**config.mk**
```make
export PLATFORM = sky130hd
export DESIGN_NAME = fpc_counter
export DESIGN_NICKNAME = d
export VERILOG_FILES = /design/src/fpc_pkg.sv /design/src/fpc_step_if.sv /design/src/fpc_counter.sv /design/src/fpc_prescaler.sv
export SDC_FILE = /design/constraint.sdc
export NUM_CORES = 1
export LEC_CHECK = 0
export BUFFER_PORTS_ARGS = -buffer_cell sky130_fd_sc_hd__buf_4
export CAP_MARGIN = 10
export CORE_ASPECT_RATIO = 1.25
export CORE_UTILIZATION = 39
export DETAILED_ROUTE_END_ITERATION = 6
export GPL_ROUTABILITY_DRIVEN = 0
export PLACE_DENSITY = 0.6
export SKIP_CTS_REPAIR_TIMING = 1
export SYNTH_ARGS = -nofsm -noshare
export SYNTH_HDL_FRONTEND = slang
export SYNTH_SLANG_ARGS = --single-unit
export TNS_END_PERCENT = 20
```
**constraint.sdc**
```tcl
create_clock -name clk -period 3.1 [get_ports clk]
set_clock_uncertainty 0.1 [all_clocks]
set_input_delay 0.465 -clock clk [delete_from_list [all_inputs] [get_ports clk]]
set_output_delay 0.465 -clock clk [all_outputs]
set_load 0.05 [all_outputs]
```
**src/fpc_pkg.sv**
```systemverilog
// shared constants of the fringe position counter
package fpc_pkg;
	localparam int unsigned CNT_W            = 12;
	localparam logic [11:0] CNT_RST          = 12'h000;
	localparam int unsigned DIV_W            = 8;
	localparam logic [7:0]  DIV_DIRECT       = 8'h01;
	localparam logic [7:0]  DIV_EXT1         = 8'h04;
	localparam logic [7:0]  DIV_EXT2         = 8'h10;
	localparam logic [7:0]  DIV_EXT3         = 8'h40;
	localparam int unsigned RANGE_W          = 2;
	localparam logic [1:0]  RANGE_RST        = 2'h0;
	// increment sizes, in tenths of a nanometre
	localparam int unsigned INC_DIRECT_DNM   = 3164;
	localparam int unsigned INC_HIRES_LO_DNM = 20;

	typedef enum logic [1:0]
	{
		FPC_RANGE_DIRECT,
		FPC_RANGE_EXT1,
		FPC_RANGE_EXT2,
		FPC_RANGE_EXT3
	} fpc_range_t;
endpackage

```
**src/fpc_step_if.sv**
```systemverilog
// step path between counter core and prescaler
`timescale 1ns/1ps
`default_nettype none
interface fpc_step_if;
	logic                          raw_step;
	logic                          raw_up;
	logic                          clear;
	logic [fpc_pkg::DIV_W-1:0]     factor;
	logic                          div_step;
	logic                          div_up;

	modport core (output raw_step, output raw_up, output clear, output factor,
		input div_step, input div_up);
	modport div (input raw_step, input raw_up, input clear, input factor,
		output div_step, output div_up);
endinterface
`default_nettype wire

```
**src/fpc_counter.sv**
```systemverilog
// fringe position counter core: sync, range select, 12-bit up/down counter, dac feed
//
// Summary of operation
// - one counter increment per accepted step pulse
// - step sign level selects up or down
// - counter is 12 bits, 4096 increments
// - zero pulse clears the counter
// - counter value continuously drives 12-bit dac
// - three selectable range extensions beyond direct
// - extensions divide steps by integer factor
// - direct increment is 316.4 nm
// - hi-res variants get multiplied pulses upstream
// - hi-res keeps 12-bit width, smaller span
// - lowest hi-res increment about 2 nm
// - base variant: one pulse per fringe
// - range applied by system control load strobe
`timescale 1ns/1ps
`default_nettype none
module fpc_counter
#(
	parameter logic [fpc_pkg::DIV_W-1:0] DIV_EXT1 = fpc_pkg::DIV_EXT1,
	parameter logic [fpc_pkg::DIV_W-1:0] DIV_EXT2 = fpc_pkg::DIV_EXT2,
	parameter logic [fpc_pkg::DIV_W-1:0] DIV_EXT3 = fpc_pkg::DIV_EXT3,
	parameter bit                        HIRES    = 1'b0
)
(
	// clock and reset
	input  wire logic                          clk,
	input  wire logic                          arst_n,
	// demodulator pins
	input  wire logic                          step_pulse,
	input  wire logic                          step_up,
	input  wire logic                          zero_pulse,
	// system control
	input  wire logic [fpc_pkg::RANGE_W-1:0]   range_sel,
	input  wire logic                          range_load,
	output logic [fpc_pkg::RANGE_W-1:0]        range_active,
	output logic                               range_applied,
	output logic                               hires_variant,
	// converter
	output logic [fpc_pkg::CNT_W-1:0]          dac_code
);
	//////////////////////////////////////////////////////////////////////////
	// pin synchronisers: two flops per pin, first stage read only by second
	localparam int unsigned N_PIN    = 3;
	localparam int unsigned PIN_STEP = 0;
	localparam int unsigned PIN_UP   = 1;
	localparam int unsigned PIN_ZERO = 2;

	wire  [N_PIN-1:0] pin_raw = {zero_pulse, step_up, step_pulse};
	wire  [N_PIN-1:0] pin_sync;

	for (genvar g = 0; g < N_PIN; g++)
	begin : g_sync
		logic s1_q;
		logic s2_q;

		always_ff @(posedge clk or negedge arst_n)
		begin
			if (!arst_n)
			begin
				s1_q <= 1'b0;
				s2_q <= 1'b0;
			end
			else
			begin
				s1_q <= pin_raw[g];
				s2_q <= s1_q;
			end
		end

		assign pin_sync[g] = s2_q;
	end

	//////////////////////////////////////////////////////////////////////////
	// edge detection; both pins idle low, so no false edge after reset
	logic step_dly_q;
	logic step_prev_q;
	logic zero_prev_q;

	always_ff @(posedge clk or negedge arst_n)
	begin
		if (!arst_n)
		begin
			step_dly_q  <= 1'b0;
			step_prev_q <= 1'b0;
			zero_prev_q <= 1'b0;
		end
		else
		begin
			step_dly_q  <= pin_sync[PIN_STEP];
			step_prev_q <= step_dly_q;
			zero_prev_q <= pin_sync[PIN_ZERO];
		end
	end

	// step path one flop deeper than the sign, so the sign is taken a
	// cycle after the edge, well inside the window the demodulator holds it
	wire step_rise = step_dly_q && !step_prev_q;
	wire zero_rise = pin_sync[PIN_ZERO] && !zero_prev_q;
	wire step_sign = pin_sync[PIN_UP];

	//////////////////////////////////////////////////////////////////////////
	// range selection
	logic [fpc_pkg::RANGE_W-1:0] range_q;
	logic                        applied_q;

	// a load takes effect on the very next step; the divider residue is kept
	always_ff @(posedge clk or negedge arst_n)
	begin
		if (!arst_n)
			range_q <= fpc_pkg::RANGE_RST;
		else if (range_load)
			range_q <= range_sel;
	end

	always_ff @(posedge clk or negedge arst_n)
	begin
		if (!arst_n)
			applied_q <= 1'b0;
		else
			applied_q <= range_load;
	end

	fpc_pkg::fpc_range_t       range_e;
	logic [fpc_pkg::DIV_W-1:0] factor;

	assign range_e = fpc_pkg::fpc_range_t'(range_q);

	// the range only sets the divider; the count keeps its width in all

	always_comb
	begin
		case (range_e)
			fpc_pkg::FPC_RANGE_DIRECT: factor = fpc_pkg::DIV_DIRECT;
			fpc_pkg::FPC_RANGE_EXT1:   factor = DIV_EXT1;
			fpc_pkg::FPC_RANGE_EXT2:   factor = DIV_EXT2;
			fpc_pkg::FPC_RANGE_EXT3:   factor = DIV_EXT3;
			default:                   factor = fpc_pkg::DIV_DIRECT;
		endcase
	end

	//////////////////////////////////////////////////////////////////////////
	// prescaler
	fpc_step_if sp ();

	assign sp.raw_step = step_rise;
	assign sp.raw_up   = step_sign;
	assign sp.clear    = zero_rise;
	assign sp.factor   = factor;

	fpc_prescaler u_div
	(
		.clk    (clk),
		.arst_n (arst_n),
		.sp     (sp)
	);

	//////////////////////////////////////////////////////////////////////////
	// position counter; hi-res pulses arrive pre-multiplied, width unchanged
	logic [fpc_pkg::CNT_W-1:0] cnt_q;
	logic [fpc_pkg::CNT_W-1:0] cnt_d;

	wire [fpc_pkg::CNT_W-1:0] cnt_inc = cnt_q + 12'h001;
	wire [fpc_pkg::CNT_W-1:0] cnt_dec = cnt_q - 12'h001;

	// zero outranks a coincident step, which is then lost
	wire [fpc_pkg::CNT_W-1:0] cnt_step = sp.div_up ? cnt_inc : cnt_dec;

	always_comb
	begin
		cnt_d = cnt_q;
		if (zero_rise)
			cnt_d = fpc_pkg::CNT_RST;
		else if (sp.div_step)
			cnt_d = cnt_step;
	end

	always_ff @(posedge clk or negedge arst_n)
	begin
		if (!arst_n)
			cnt_q <= fpc_pkg::CNT_RST;
		else
			cnt_q <= cnt_d;
	end

	// fed from the same next value, so the converter never lags the count
	always_ff @(posedge clk or negedge arst_n)
	begin
		if (!arst_n)
			dac_code <= fpc_pkg::CNT_RST;
		else
			dac_code <= cnt_d;
	end

	//////////////////////////////////////////////////////////////////////////
	// status
	always_ff @(posedge clk or negedge arst_n)
	begin
		if (!arst_n)
			range_active <= fpc_pkg::RANGE_RST;
		else
			range_active <= range_q;
	end

	always_ff @(posedge clk or negedge arst_n)
	begin
		if (!arst_n)
			range_applied <= 1'b0;
		else
			range_applied <= applied_q;
	end

	// fixed per build; reported so system control can offer the right ranges
	always_ff @(posedge clk or negedge arst_n)
	begin
		if (!arst_n)
			hires_variant <= 1'b0;
		else
			hires_variant <= HIRES;
	end
endmodule
`default_nettype wire

```
**src/fpc_prescaler.sv**
```systemverilog
// direction-aware integer step divider
`timescale 1ns/1ps
`default_nettype none
module fpc_prescaler
(
	// clock and reset
	input  wire logic clk,
	input  wire logic arst_n,
	// step path
	fpc_step_if.div   sp
);
	localparam int unsigned W = fpc_pkg::DIV_W + 1;

	logic signed [W-1:0] res_q;
	logic signed [W-1:0] res_d;
	logic                step_d;
	logic                step_q;
	logic                up_q;

	// residue signed so back-and-forth jitter around a boundary cancels out
	wire signed [W-1:0] lim_pos  = $signed({1'b0, sp.factor}) - 9'sd1;
	wire signed [W-1:0] lim_neg  = -lim_pos;
	wire                hit_up   = sp.raw_up && (res_q >= lim_pos);
	wire                hit_dn   = !sp.raw_up && (res_q <= lim_neg);
	wire                hit      = sp.raw_step && (hit_up || hit_dn);

	always_comb
	begin
		res_d  = res_q;
		step_d = 1'b0;
		if (sp.clear)
			res_d = '0;
		else if (hit)
		begin
			res_d  = '0;
			step_d = 1'b1;
		end
		else if (sp.raw_step)
			res_d = sp.raw_up ? res_q + 9'sd1 : res_q - 9'sd1;
	end

	always_ff @(posedge clk or negedge arst_n)
	begin
		if (!arst_n)
		begin
			res_q  <= '0;
			step_q <= 1'b0;
			up_q   <= 1'b0;
		end
		else
		begin
			res_q  <= res_d;
			step_q <= step_d;
			up_q   <= sp.raw_up;
		end
	end

	assign sp.div_step = step_q;
	assign sp.div_up   = up_q;
endmodule
`default_nettype wire

```
Word level (Yosys, flattened, before mapping)

Cells that the tools add are included.

Output and inout bits: 16
Bits in registers: 38
Logic and storage cells: 50

Muxes and demuxes: 10
Eq/ne operators: 3
Reduce and logical (&&, ||, !) cells: 12
Add/sub/neg operators: 6
Magnitude comparators: 2

Operators by type and width:

| operator                                                               | count |
|---|---|
| 12-bit two-way mux                                                     | 3 |
| 9-bit two-way mux                                                      | 4 |
| 8-bit case mux with 4 select lines                                     | 1 |
| 12-bit by 1-bit adder with 12-bit output (second input constant)       | 1 |
| 12-bit by 1-bit subtractor with 12-bit output (second input constant)  | 1 |
| 9-bit by 2-bit adder with 9-bit output (second input constant)         | 1 |
| 9-bit greater-or-equal comparator                                      | 1 |
| 9-bit less-or-equal comparator                                         | 1 |
| 9-bit negator                                                          | 1 |
| 8-bit by 1-bit subtractor with 9-bit output (second input constant)    | 1 |
| 9-bit by 2-bit subtractor with 9-bit output (second input constant)    | 1 |
| 1-bit logical AND                                                      | 5 |
| 2-bit equality test (second input constant)                            | 2 |
| 1-bit zero test                                                        | 3 |
| 3-bit nonzero test                                                     | 1 |
| 2-bit by 1-bit equality test with 1-bit output (second input constant) | 1 |
| 2-bit zero test                                                        | 1 |
| 1-bit two-way mux                                                      | 2 |
| 2-bit nonzero test                                                     | 1 |
| 1-bit logical OR                                                       | 1 |

Longest topological paths before layout

Depth after elaboration: 10
Depth in mapped cells: 10
Mapped depth without buffers: 10

Cells and area by module

A second synthesis with hierarchy kept.

Cell total of the unflattened synthesis: 316
Area total of the unflattened synthesis: 2912.8 µm²

By module, submodules not included:

| module        | instances | area each (µm²) | cells each |
|---|---|---|---|
| fpc_counter   | 1         | 1472.7          | 145 |
| fpc_prescaler | 1         | 1440.1          | 171 |

Worst setup path after synthesis

OpenSTA, ideal clock, no wires.

Path kind: reg-to-reg
From: reg range_q (netlist bit range_e[0])
To: reg u_div.res_q[7]
Data arrival time: 2.306 ns
Cell stages (with the launch flop): 11
Slack: 0.590 ns
Cells stage by stage: dfrtp_1 -> inv_1 -> ha_1 -> or2_2 -> ha_1 -> a21o_1 -> a21oi_1 -> o211ai_1 -> o21ai_2 -> nor2_1 -> o41ai_2

Longest elaborated chain between the ends: 10
Elaborated cells between the ends (all ways): 16

Ends and longest elaborated chain:

| item                                              | line                | text |
|---|---|---|
| start: declaration                                | fpc_counter.sv:105  | `logic [fpc_pkg::RANGE_W-1:0] range_q;` |
| start signal: assignment                          | fpc_counter.sv:112  | `range_q <= fpc_pkg::RANGE_RST;` |
| start signal: assignment                          | fpc_counter.sv:114  | `range_q <= range_sel;` |
| 2-bit equality test, or another cell as far along | fpc_counter.sv:134  | `case (range_e)` |
| 8-bit case mux with 4 select lines *              | fpc_counter.sv:134  |  |
| 8-bit by 1-bit subtractor with 9-bit output *     | fpc_prescaler.sv:21 | `wire signed [W-1:0] lim_pos = $signed({1'b0, sp.factor}) - 9'sd1;` |
| 9-bit negator                                     | fpc_prescaler.sv:22 | `wire signed [W-1:0] lim_neg = -lim_pos;` |
| 9-bit less-or-equal comparator                    | fpc_prescaler.sv:24 | `wire hit_dn = !sp.raw_up && (res_q <= lim_neg);` |
| 1-bit logical AND                                 | fpc_prescaler.sv:24 |  |
| 1-bit logical OR *                                | fpc_prescaler.sv:25 | `wire hit = sp.raw_step && (hit_up \|\| hit_dn);` |
| 1-bit logical AND *                               | fpc_prescaler.sv:25 |  |
| 9-bit two-way mux                                 | fpc_prescaler.sv:33 | `else if (hit)` |
| 9-bit two-way mux                                 | fpc_prescaler.sv:31 | `if (sp.clear)` |
| end signal: assignment                            | fpc_prescaler.sv:52 | `res_q <= res_d;` |
| end: declaration                                  | fpc_prescaler.sv:14 | `logic signed [W-1:0] res_q;` |

Mark *: on every way between the ends. The rest lies on a longest branch, timed or not. The select of a mux whose other input is x is not followed.
A chain may end at the register's enable or synchronous reset.

Worst setup path in the final report

From: reg range_q (netlist bit range_e[0])
To: reg u_div.res_q[8]

The elaborated chain is that of the path after synthesis.

==> parameters.txt <==
Parameter                              Value

Route
  Number of optimization iterations in the first detailed-route pass ... 4
  Wirelength, routed ... 5520 um
  Per-cell routed wire length ... ~14 um
  DRC viols ... 0
  Vias ... 2057
  Post-DRT Antenna Nets ... 0
  1st-iter DRT viols ... 72
  Via density per instance ... 5.33

Flow run
  Max_cap viols ... 0

Clock network
  Max Buffers Root-to-Sink ... 2
  TritonCTS clock tree ... done
  Clock edge transition at the registers on the reported setup and hold paths ... about 80 ps
  Number of CTS-inserted buffers ... 5
  Insertion delay to the later sink of the worst-skew pair ... 300 ps
  Clock root buffer ... sky130_fd_sc_hd__clkbuf_8
  Number of clock sinks ... 38
  H-tree Lvls ... 2

Worst setup path
  First element of the critical path ... range_e[0]
  Type of element launching the critical path ... flop
  Cell with the largest stage delay on the worst path ... sky130_fd_sc_hd__dfrtp_1
  Cells along the critical path ... inv_1 -> ha_1 -> or2_2 -> ha_1 -> a21o_1 -> a21oi_1 -> o211ai_1 -> o21ai_2 -> o221ai_1 -> nor3b_1
  Crit Path Max Fanout ... 10
  Slowest stage delay, CP ... roughly 450 ps
  Launch point of the worst reg-to-reg path ... range_e[0]
  Delay-heaviest family, CP ... compound AO/OA/AOI/OAI gates
  Critical path data required time ... between 3000 and 4000 ps
  Category of the worst setup path capture point ... flop
  Buffering stage count on the worst path with inverters included ... 1
  Kind of critical path ... flop to flop
  Most common cell type on the critical path ... sky130_fd_sc_hd__ha_1
  Data arrival at the endpoint of the critical path ... a little under 3000 ps

Synth
  Total standard cell area after synthesis ... roughly 2600 sq um
  Top_reg_cell synth ... sky130_fd_sc_hd__dfrtp_1
  Most area-consuming cells after synthesis ... sky130_fd_sc_hd__dfrtp_1 36%, sky130_fd_sc_hd__ha_1 17%, sky130_fd_sc_hd__a21oi_1 4.0%
  Synthesized Nets ... between 300 and 400
  Most frequent cells after synthesis ... 38 x sky130_fd_sc_hd__dfrtp_1, 35 x sky130_fd_sc_hd__ha_1, 21 x sky130_fd_sc_hd__a21oi_1
  Flip-flop and latch count after synthesis ... 38
  Count of flip-flops with a built-in enable after synthesis ... 0
  Sequential element share of the synthesized area ... 0.362
  Top cell type's share of synthesized area ... 0.362
  Avg Synthesized Cell Area ... around 9.6 sq um
  Mapped Cells ... 273
  Synth unique cells ... 49
  Ys async rst share ... 1.00
  Yosys warning total ... 0
  Most frequent cell after synthesis ... sky130_fd_sc_hd__dfrtp_1
  Largest area contributor in the netlist ... sky130_fd_sc_hd__dfrtp_1

STA
  Period Utilization, post-route ... 0.908
  Min Tclk post-route ... about 2800 ps
  Actual transition at the worst max-transition pin ... approximately 500 ps
  Final setup violation count ... 0
  Total negative slack for setup checks ... 0 ps
  Max-slew violation count ... 0
  Worst-case headroom to the max-slew limit ... 0.656
  Max Fclk ... 355 MHz
  Final hold violation count ... 0
  Final worst setup slack ... 285 ps
  Setup repair after global routing missed its margin ... false

Layout
  Fraction of final layout cells sized beyond drive strength 1 ... 0.140
  Fill count ... around 660
  Cell area after layout ... 2980 sq um
  Total inserted antenna cells ... 0
  Net count reported at finish ... approximately 340
  Area taken by multi-input logic gates ... between 1500 and 2000 sq um
  Area of all sequential standard cells ... 951 sq um
  Area added between synthesis and finish ... 13.6%

Floorplanning
  Die width ... 75.4 um
  Number of placement rows ... 33
  IO Count ... 24
  Initial Utilization ... 0.402
  Core area ... 6520 sq um
  Height of the die ... 93.7 um
  Area of the die ... 7060 sq um

GRT
  Largest net degree at the start of global routing ... 39
  Number of global-route vias before repair ... 1983
  Total global-route track usage ... 0.170
  Global-route wire length before repair ... 9090 um
  Antenna violations before repair ... 0
  Gr ovfl total ... 0

Power
  Worst ir drop on vdd ... 0.000251 V
  Static leakage power ... roughly 1.4 nW
  Power density cells ... 662 nW/um^2

Placed design
  Post-placement worst setup slack ... 274 ps
  Number of buffers added on ports ... 22
  Placed cell area ... just under 3000 sq um
  Post-DP HPWL ... 4050 um

Outcome
  Run status ... finished clean

Worst hold path
  Worst min-delay path category ... primary input to asynchronous set/reset pin
## path summary, 6_finish.rpt
kind,end,slack [ps],cells after the start
setup / recovery,u_div.res_q[8],280,10
hold / removal,dac_code[7],20,1
setup reg to reg,u_div.res_q[8],280,10
hold reg to reg,g_sync[0].s2_q,250,0
max in group asynchronous,dac_code[4],2520,1
min in group clk,g_sync[1].s1_q,170,1
## worst reg2reg max path, stage by stage (launching register included)
cell                       delay [ps]
sky130_fd_sc_hd__dfrtp_1          450
sky130_fd_sc_hd__inv_1            100
sky130_fd_sc_hd__ha_1             260
sky130_fd_sc_hd__or2_2            290
sky130_fd_sc_hd__ha_1             290
sky130_fd_sc_hd__a21o_1           160
sky130_fd_sc_hd__a21oi_1          140
sky130_fd_sc_hd__o211ai_1         130
sky130_fd_sc_hd__o21ai_2          390
sky130_fd_sc_hd__o221ai_1         210
sky130_fd_sc_hd__nor3b_1          210
## power by group
| group | switching, mW | internal [mW] | leakage, nW | total, mW |
|---|---|---|---|---|
| combinational | 0.550 | 0.379 | 0.903 | 0.929 |
| sequential | 0.105 | 0.573 | 0.483 | 0.678 |
| clock | 0.187 | 0.179 | 0.0472 | 0.366 |
## cell type report
class,count,area share
Clock buffer,6,0.0277
Tap cell,87,0.0365
Inverter,16,0.0201
Clock inverter,2,0.00419
Multi-Input combinational cell,213,0.532
Timing Repair Buffer,24,0.0604
Sequential cell,38,0.319
## state kept, by name (all words and copies together), names as in the netlist
| signal | cells |
|---|---|
| zero_prev_q | 1 |
| applied_q | 1 |
| dac_code | 12 |
| range_e | 2 |
| g_sync.s1_q | 3 |
| g_sync.s2_q | 3 |
| step_dly_q | 1 |
| range_applied | 1 |
| range_active | 2 |
| u_div.res_q | 9 |
| u_div.sp.div_step | 1 |
| u_div.sp.div_up | 1 |
| step_prev_q | 1 |
## kinds of logic after synthesis
family                   after synthesis  synth area share
flip-flops                            38             0.362
AND/OR/NAND/NOR                       81             0.161
buffers and inverters                 22            0.0329
adder cells (fa/ha/maj)               37             0.182
XOR/XNOR                              13            0.0434
multiplexers                           7            0.0267
other                                  1           0.00143
AO/OA/AOI/OAI                         74             0.190
## layout by cell type (no fill, tap or decap), types with 2 or more instances in the layout
cell and instances:
sky130_fd_sc_hd__ha_1 35, sky130_fd_sc_hd__nand3b_1 2, sky130_fd_sc_hd__a21oi_1 21, sky130_fd_sc_hd__o211ai_1 7, sky130_fd_sc_hd__nor3_1 9, sky130_fd_sc_hd__a21o_1 5, sky130_fd_sc_hd__nor2_1 19, sky130_fd_sc_hd__inv_1 15
sky130_fd_sc_hd__xor2_1 8, sky130_fd_sc_hd__xnor2_1 5, sky130_fd_sc_hd__mux2i_1 7, sky130_fd_sc_hd__nand2_1 19, sky130_fd_sc_hd__buf_4 24, sky130_fd_sc_hd__a31oi_1 4, sky130_fd_sc_hd__dfrtp_1 38, sky130_fd_sc_hd__o31ai_1 2
sky130_fd_sc_hd__nand3_1 6, sky130_fd_sc_hd__or2_2 3, sky130_fd_sc_hd__o21a_1 6, sky130_fd_sc_hd__clkbuf_8 6, sky130_fd_sc_hd__nor2b_1 7, sky130_fd_sc_hd__o2111ai_1 3, sky130_fd_sc_hd__fa_1 2, sky130_fd_sc_hd__and3_1 2
sky130_fd_sc_hd__a211oi_1 4, sky130_fd_sc_hd__nand2b_1 3, sky130_fd_sc_hd__nor3b_1 2, sky130_fd_sc_hd__o21bai_1 2, sky130_fd_sc_hd__or3_1 2, sky130_fd_sc_hd__o21ai_0 11
## per-layer routing
metal / vias up / wire [um] / global-route usage
met2: 34 / 2640 / 0.266
li1: 1034 / - / -
met4: 0 / 146 / 0.0802
met3: 11 / 167 / 0.0322
met5: - / 0 / 0
met1: 978 / 2570 / 0.223
## per-stage QoR
stage,instances,hold slack [ps],utilization,power (mW)
final,386,21.2,0.457,1.97
after global routing,386,61.3,0.457,2.12
after CTS,385,47.9,0.456,1.99
after detailed placement,377,236,0.442,1.62
after global placement,377,232,0.442,1.60
after floorplan,273,69.4,-,1.38
Power figures use the tool's default switching activity.
